--- src/core/boot_strap_cfg.svh ---
/*
 * boot_strap_cfg.svh: offsets, field positions, reset values and counts of the
 * boot strap capture block.
 * Assumes inclusion by bare name from files that use the macros.
 */
`ifndef BOOT_STRAP_CFG_SVH
`define BOOT_STRAP_CFG_SVH

// slow reference edges between reset release and override capture
`define BSC_SLOW_EDGES 3'h4

// register byte offsets
`define BSC_ADDR_STATUS 8'h00
`define BSC_ADDR_OVERRIDE 8'h04
`define BSC_ADDR_CTRL 8'h08

// status field positions
`define BSC_ST_SEL_LSB 0
`define BSC_ST_LOWBATT 2
`define BSC_ST_FREQ_LSB 3
`define BSC_ST_DONE 8

// control field positions and reset values
`define BSC_CTRL_HANDOVER 0
`define BSC_CTRL_RESET 1'h1

// captured values after reset
`define BSC_SEL_RESET 2'h0
`define BSC_OVR_RESET 24'h000000
`define BSC_FREQ_RESET 2'h0

`endif

--- src/core/boot_strap_pkg.sv ---
/*
 * boot_strap_pkg: types of the boot strap capture block.
 * Assumes boot_strap_cfg.svh for numeric constants.
 */
package boot_strap_pkg;

    // capture sequence, one-hot
    typedef enum logic [2:0] {
        ST_RESET = 3'b001,
        ST_COUNT = 3'b010,
        ST_DONE = 3'b100
    } cap_state_t;

    // decoded boot mode; code 01 has no documented meaning
    typedef enum logic [1:0] {
        BOOT_INTERNAL = 2'h0,
        BOOT_RESERVED = 2'h1,
        BOOT_FUSE_ONLY = 2'h2,
        BOOT_USB_DL = 2'h3
    } boot_mode_t;

    // all state of the capture block
    typedef struct packed {
        cap_state_t state;
        logic slow_prev;
        logic [2:0] edge_cnt;
        logic [1:0] boot_sel;
        logic [23:0] override;
        logic lowbatt;
        logic [1:0] freq;
        logic done;
        logic handover;
        logic ack;
        logic [31:0] rdata;
    } cap_regs_t;

    // state of the two-flop synchroniser
    typedef struct packed {
        logic [63:0] s1;
        logic [63:0] s2;
    } sync_regs_t;

endpackage

--- src/core/pin_sync.sv ---
/*
 * pin_sync: two-flop synchroniser for a group of pin levels.
 * Assumes pins are quasi-static levels; no bus coherence is promised.
 */
`timescale 1ns/1ps
module pin_sync
    import boot_strap_pkg::*;
#(
    parameter int WIDTH = 31
) (
    // clock and reset
    input wire logic clk_i,
    input wire logic rst_i,
    // pins in, synchronised levels out
    input wire logic [WIDTH-1:0] pin_i,
    output logic [WIDTH-1:0] level_o
);

    // struct holds at most 64 bits per stage, so wider groups are refused
    if (WIDTH < 1 || WIDTH > 64) begin : g_width_bad
        $error("pin_sync: WIDTH out of range");
    end

    sync_regs_t st_r;
    sync_regs_t st_nxt;

    // first stage feeds only the second stage
    always_comb begin
        st_nxt = st_r;
        st_nxt.s1 = 64'h0;
        st_nxt.s1[WIDTH-1:0] = pin_i;
        st_nxt.s2 = st_r.s1;
    end

    always_ff @(posedge clk_i) begin
        if (rst_i) begin
            st_r <= '0;
        end else begin
            st_r <= st_nxt;
        end
    end

    assign level_o = st_r.s2[WIDTH-1:0];

endmodule

--- src/core/boot_strap_capture.sv ---
/*
 * boot_strap_capture: latches boot straps around power-on reset release and
 * shows them over a classic Wishbone slave.
 * Assumes a 100 MHz clk_i, a 32.768 kHz slow reference far below it, and that
 * the memory interface and audio port obey the output enables given back here.
 */
// Operation
// - sample both boot-select straps when power-on reset releases; they set boot mode.
// - boot-select 00 internal, 10 fuses only, 11 USB download.
// - capture override straps exactly four slow reference cycles after reset release.
// - override straps are three 8-bit groups, 24 bits in all.
// - low-battery indication at power-up captures two-bit frequency strap for core frequency.
// - override straps share memory interface pins; those pins stay released until capture.
// - frequency bit 0 from audio frame sync pin, bit 1 from audio bit clock.
`timescale 1ns/1ps
`include "boot_strap_cfg.svh"
module boot_strap_capture
    import boot_strap_pkg::*;
(
    // clock and reset
    input wire logic clk_i,
    input wire logic rst_i,
    // power-on reset pin and slow reference
    input wire logic por_n_i,
    input wire logic slow_reference_clock_i,
    // strap pins
    input wire logic boot_select_strap_bit0_i,
    input wire logic boot_select_strap_bit1_i,
    input wire logic [7:0] boot_override_group_a_i,
    input wire logic [7:0] boot_override_group_b_i,
    input wire logic [7:0] boot_override_group_c_i,
    input wire logic low_battery_indicator_i,
    input wire logic audio_tx_frame_sync_pin_i,
    input wire logic audio_tx_bit_clock_pin_i,
    // shared pin enables from the owning functions and to the pads
    input wire logic [23:0] emi_oe_i,
    output logic [23:0] emi_pin_oe_o,
    input wire logic [1:0] audio_oe_i,
    output logic [1:0] audio_pin_oe_o,
    // captured results
    output logic [1:0] boot_mode_o,
    output logic [23:0] boot_override_o,
    output logic lowbatt_boot_o,
    output logic [1:0] core_freq_sel_o,
    output logic capture_done_o,
    // wishbone slave
    input wire logic cyc_i,
    input wire logic stb_i,
    input wire logic we_i,
    input wire logic [7:0] adr_i,
    input wire logic [3:0] sel_i,
    input wire logic [31:0] dat_i,
    output logic [31:0] dat_o,
    output logic ack_o
);

    ////////////////////////////////////////////////////////////////////////
    // pin synchronisation

    logic [30:0] sync_lv;
    logic por_s;
    logic slow_s;
    logic [1:0] sel_s;
    logic [23:0] ovr_s;
    logic lb_s;
    logic [1:0] freq_s;

    pin_sync #(
        .WIDTH(31)
    ) u_sync (
        .clk_i(clk_i),
        .rst_i(rst_i),
        .pin_i({por_n_i, slow_reference_clock_i,
                boot_select_strap_bit1_i, boot_select_strap_bit0_i,
                boot_override_group_c_i, boot_override_group_b_i, boot_override_group_a_i,
                low_battery_indicator_i, audio_tx_bit_clock_pin_i, audio_tx_frame_sync_pin_i}),
        .level_o(sync_lv)
    );

    // unpack the synchronised levels
    assign por_s = sync_lv[30];
    assign slow_s = sync_lv[29];
    assign sel_s = sync_lv[28:27];
    assign ovr_s = sync_lv[26:3];
    assign lb_s = sync_lv[2];
    assign freq_s = sync_lv[1:0];

    ////////////////////////////////////////////////////////////////////////
    // helpers

    // strap code to boot mode, used for the port and the status word
    function automatic boot_mode_t decode_boot(input logic [1:0] code);
        unique case (code)
            2'h0: decode_boot = BOOT_INTERNAL;
            2'h2: decode_boot = BOOT_FUSE_ONLY;
            2'h3: decode_boot = BOOT_USB_DL;
            default: decode_boot = BOOT_RESERVED;
        endcase
    endfunction

    cap_regs_t st_r;
    cap_regs_t st_nxt;
    logic slow_rise;
    logic req;
    logic [31:0] status_word;

    assign slow_rise = slow_s & ~st_r.slow_prev;
    assign req = cyc_i & stb_i & ~st_r.ack;

    // status word built from captured state
    always_comb begin
        status_word = 32'h0;
        status_word[`BSC_ST_SEL_LSB +: 2] = decode_boot(st_r.boot_sel);
        status_word[`BSC_ST_LOWBATT] = st_r.lowbatt;
        status_word[`BSC_ST_FREQ_LSB +: 2] = st_r.freq;
        status_word[`BSC_ST_DONE] = st_r.done;
    end

    ////////////////////////////////////////////////////////////////////////
    // capture sequence and register bus

    always_comb begin
        st_nxt = st_r;
        st_nxt.slow_prev = slow_s;
        unique case (st_r.state)
            ST_RESET: begin
                st_nxt.edge_cnt = 3'h0;
                if (por_s) begin
                    st_nxt.boot_sel = sel_s;
                    st_nxt.lowbatt = lb_s;
                    // frequency strap only counts on a low-battery power-up
                    st_nxt.freq = lb_s ? freq_s : `BSC_FREQ_RESET;
                    st_nxt.state = ST_COUNT;
                end
            end
            ST_COUNT: begin
                if (!por_s) begin
                    st_nxt.state = ST_RESET;
                end else if (slow_rise) begin
                    st_nxt.edge_cnt = st_r.edge_cnt + 3'h1;
                    if (st_r.edge_cnt == `BSC_SLOW_EDGES - 3'h1) begin
                        st_nxt.override = ovr_s;
                        st_nxt.done = 1'b1;
                        st_nxt.state = ST_DONE;
                    end
                end
            end
            ST_DONE: begin
                // values frozen; only a new power-on reset reopens capture
                if (!por_s) begin
                    st_nxt.done = 1'b0;
                    st_nxt.boot_sel = `BSC_SEL_RESET;
                    st_nxt.override = `BSC_OVR_RESET;
                    st_nxt.lowbatt = 1'b0;
                    st_nxt.freq = `BSC_FREQ_RESET;
                    st_nxt.state = ST_RESET;
                end
            end
            // a corrupted one-hot code falls back to waiting for power-on release
            default: begin
                st_nxt.state = ST_RESET;
            end
        endcase
        // one-cycle ack; unmapped reads give zero and writes are dropped
        st_nxt.ack = req;
        if (req) begin
            st_nxt.rdata = 32'h0;
            unique case (adr_i)
                `BSC_ADDR_STATUS: st_nxt.rdata = status_word;
                `BSC_ADDR_OVERRIDE: st_nxt.rdata = {8'h00, st_r.override};
                `BSC_ADDR_CTRL: st_nxt.rdata[`BSC_CTRL_HANDOVER] = st_r.handover;
                default: st_nxt.rdata = 32'h0;
            endcase
            if (we_i && sel_i[0] && adr_i == `BSC_ADDR_CTRL) begin
                st_nxt.handover = dat_i[`BSC_CTRL_HANDOVER];
            end
        end
    end

    always_ff @(posedge clk_i) begin
        if (rst_i) begin
            st_r <= '0;
            st_r.state <= ST_RESET;
            st_r.handover <= `BSC_CTRL_RESET;
        end else begin
            st_r <= st_nxt;
        end
    end

    ////////////////////////////////////////////////////////////////////////
    // outputs

    // pads stay released until capture so straps are not overdriven
    assign emi_pin_oe_o = (st_r.done && st_r.handover) ? emi_oe_i : 24'h000000;
    assign audio_pin_oe_o = (st_r.done && st_r.handover) ? audio_oe_i : 2'h0;
    assign boot_mode_o = decode_boot(st_r.boot_sel);
    assign boot_override_o = st_r.override;
    assign lowbatt_boot_o = st_r.lowbatt;
    assign core_freq_sel_o = st_r.freq;
    assign capture_done_o = st_r.done;
    assign dat_o = st_r.rdata;
    assign ack_o = st_r.ack;

    logic por_rel;
    assign por_rel = (st_r.state == ST_RESET) && por_s;
endmodule

--- config.mk ---
export PLATFORM = sky130hd
export DESIGN_NAME = boot_strap_capture
export DESIGN_NICKNAME = d
export VERILOG_FILES = /design/src/core/boot_strap_pkg.sv /design/src/core/pin_sync.sv /design/src/core/boot_strap_capture.sv
export VERILOG_INCLUDE_DIRS = /design/src /design/src/core
export SDC_FILE = /design/constraint.sdc
export NUM_CORES = 1
export LEC_CHECK = 0
export ABC_AREA = 1
export BUFFER_PORTS_ARGS = -buffer_cell sky130_fd_sc_hd__clkbuf_2
export CAP_MARGIN = 10
export CORE_MARGIN = 1
export CORE_UTILIZATION = 46
export CTS_BUF_LIST = sky130_fd_sc_hd__clkbuf_2
export DETAILED_ROUTE_END_ITERATION = 8
export PLACE_DENSITY_LB_ADDON = 0.05
export SYNTH_ARGS = -nofsm -noshare
export SYNTH_HDL_FRONTEND = slang
export SYNTH_SLANG_ARGS = --single-unit
--- constraint.sdc ---
create_clock -name clk_i -period 1.3 [get_ports clk_i]
set_input_delay 0.13 -clock clk_i [delete_from_list [all_inputs] [get_ports clk_i]]
set_output_delay 0.13 -clock clk_i [all_outputs]
set_load 0.03 [all_outputs]
==> flow_summary.ini <==
[status]
run_status = complete, but fails checks
violations = setup timing

[floorplanning]
ios = 195
initial_core_util = 0.4747
coreArea_um2 = 10940
die_x_um = 108.2
num_rows = 38
die_h_um = 108.2
dieArea_um2 = 11710

[critical_path]
critPathCaptureType = output pin
critPathMaxStageDelay_ns = 0.42
startpoint_type = flip-flop
worstPathArrival_ns = 1.56
crit_family = flip-flops
path_class = flip-flop to output pin
crit_fanout = 6
cp_num_buf_inv = 2
cp.required_ns = 1.17
cp_slowest_cell = dfxtp_4
path_cells = nand2_8, buf_16, nor2_4, buf_8

[timing]
tns_ns = -14.34
finalSetupViolations = 83
finalHoldViolations = 0
fmax_mhz = 593.4
fin_crit_ns = 1.685
finClkSkew_ns = 0.03795
fin_crit_sh = 1.296
rsz0062_at_grt = true
drv_slew = 0
timing.final.ws_setup_ns = -0.3853

[clocking]
cts_tree = yes
root_buffer = clkbuf_2
clock_latency_ns = 0.64
clkSlewWorstSetupHoldPaths_ns = 0.16
cts_buffers = 17
cts_max_path_buffers = 2
cts_max_level = 4
clock-sinks = 125

[synthesis]
synthCells = 710
async_flop_share = 0
synth_seq_cells = 125
yosys_most_used_dff = dfxtp_1
avgSynthCellArea_um2 = 7.312
seq_area_frac_synth = 0.4820
yosysWarnings = 0
syn-cell-area_um2 = 5191
yosysUniqueCellTypes = 25
synth_enable_flop_cells = 0

[placement]
hpwl_mm = 7.971
io_buffers = 152
gp_congestion = 0.8331
placed_area_um2 = 5961

[drt]
wirelength_mm = 16.60
wl_per_cell_um = 15.22
ant_nets = 0
drtPass1Iterations = 5
viasPerCell = 4.758
drt_iter0_markers = 325
vias = 5191
drc_errors = 0

[global_routing]
grt_max_degree = 102
antenna_found_initial = 0
overflow = 0
track_usage = 0.2524
grt_pass1_wl_mm = 22.64
first_global_vias = 4714

[min_path]
worstHoldPathType = input pin to flip-flop

[run]
max-cap-violations = 0

[power]
leakage_nw = 4.023
power_density_nw_per_um2 = 861.0
peakVddDrop_mv = 0.6362

[cells_and_area]
fillers = 704
num_antenna_cells = 0
multiInputGateArea_um2 = 2177
fin_area_um2 = 8718
area_growth_pct = 67.94
seq_area_um2 = 2596
layout.nets = 1047
drive_gt1_frac = 0.4164
[placed cells by master, fill, tap and decap left out, types with 2 or more instances in the layout]
master	netlist	routed
buf_12	0	8
nand3_2	1	2
nand4_1	2	2
inv_1	134	134
a21oi_1	49	32
a21oi_2	0	17
bufinv_16	0	3
nand2_8	0	5
nor2_1	141	112
nand2_1	62	32
buf_4	62	48
clkinv_2	0	3
buf_6	2	3
nor2_2	1	3
dfxtp_4	0	7
dfxtp_2	0	54
ha_4	0	2
conb_1	1	8
clkinv_1	0	4
nand3_1	70	68
nand2_2	1	11
nor2_4	1	28
buf_16	0	4
o21ai_0	19	19
clkinv_4	0	2
nand2_4	1	19
dfxtp_1	125	64
clkbuf_2	0	87
buf_8	0	80
clkinvlp_4	0	2
dlygate4sd3_1	0	77
[per-stage QoR]
stage          power (mW)  utilization  hold WS (ns)  cells  setup slack, ns
6_report            7.507       0.7973        0.1487   1091          -0.3853
5_1_grt             7.835       0.7973        0.1079   1091          -0.4941
4_1_cts             7.441       0.7620       0.03990   1082          -0.4320
3_5_place_dp        4.793       0.5451        0.3255    935         -0.06404
3_3_place_gp        4.779       0.5451        0.3233    935         -0.03855
2_1_floorplan       4.617            -        0.2370    717          0.01579
[cells by family (layout without fill, tap and decap cells)]
| group | Yosys count | after routing | synth area share |
|---|---|---|---|
| other | 1 | 8 | 0.0007224 |
| AND/OR/NAND/NOR | 284 | 287 | 0.2302 |
| flip-flops | 125 | 125 | 0.4820 |
| buffers and inverters | 228 | 459 | 0.2140 |
| adder cells (fa/ha/maj) | 2 | 2 | 0.004820 |
| AO/OA/AOI/OAI | 70 | 70 | 0.06821 |
[metal layers]
metal,vias up,track usage,part of all wire
li1,2530,-,-
met1,2347,0.2923,0.39
met2,253,0.4395,0.48
met3,61,0.07776,0.077
met4,0,0.08513,0.046
met5,-,0,0
[where the power goes]
group	switching (mW)	internal (mW)
registers	0.0810	3.98
clock network	1.40	1.03
logic	0.527	0.498
total	2.00	5.50
[sequential cells by signal (all words and copies together), names as in the netlist]
name             flops
lowbatt_boot_o       1
core_freq_sel_o      2
st_r                10
u_sync.st_nxt       31
dat_o               24
boot_override_o     24
u_sync.level_o      31
capture_done_o       1
ack_o                1
[layout make-up]
type	instances	area share
timing repair buffer	292	0.3460
clock inverter	14	0.01751
sequential	125	0.2978
tap	140	0.02009
inverter	136	0.05913
multi-input combinational	367	0.2497
clock buffer	17	0.009759
[worst paths after layout]
path                                startpoint                               end  slack, ns  cells after the start
setup reg to reg         st_r[64]$_SDFFE_PP0P_  boot_override_o[16]$_SDFFE_PP0P_      -0.20                      8
hold reg to reg   u_sync.st_nxt[29]$_SDFF_PP0_     u_sync.level_o[29]$_SDFF_PP0_       0.41                      2
hold / removal                        adr_i[0]             dat_o[2]$_SDFFE_PP0P_       0.15                      9
setup / recovery   capture_done_o$_SDFFE_PP0P_                   emi_pin_oe_o[9]      -0.39                      4
[what timing repair did]
action                     4_1_cts  5_1_grt
pin swaps                        3       20
cloned                           7        1
hold buffers                    76        2
hold endpoints to repair       117        1
setup buffers                   33        7
setup endpoints to repair      108      114
resized for setup              279      133
[worst reg2reg max path, delay by kind of cell (launching register included)]
family,cells,cell delay (ns)
and+or+nand+nor,4,0.52
AOI/OAI and AO/OA,1,0.05
DFF,1,0.39
adders and majority gates,2,0.26
buffers and inverters,1,0.18
[synth_stat cells (2+ instances only)]
| cell type | number | share of area |
|---|---|---|
| nand4_1 | 2 | 0.0024 |
| ha_1 | 2 | 0.0048 |
| inv_2 | 2 | 0.0014 |
| dfxtp_1 | 125 | 0.48 |
| inv_1 | 134 | 0.097 |
| buf_4 | 62 | 0.090 |
| buf_6 | 2 | 0.0043 |
| clkbuf_1 | 22 | 0.016 |
| buf_2 | 6 | 0.0058 |
| nand3_1 | 70 | 0.067 |
| o21ai_0 | 19 | 0.018 |
| a21oi_1 | 49 | 0.047 |
| or2_2 | 2 | 0.0024 |
| nand2_1 | 62 | 0.045 |
| nor2_1 | 141 | 0.10 |
Note: power is estimated with default switching activity, not from simulation.
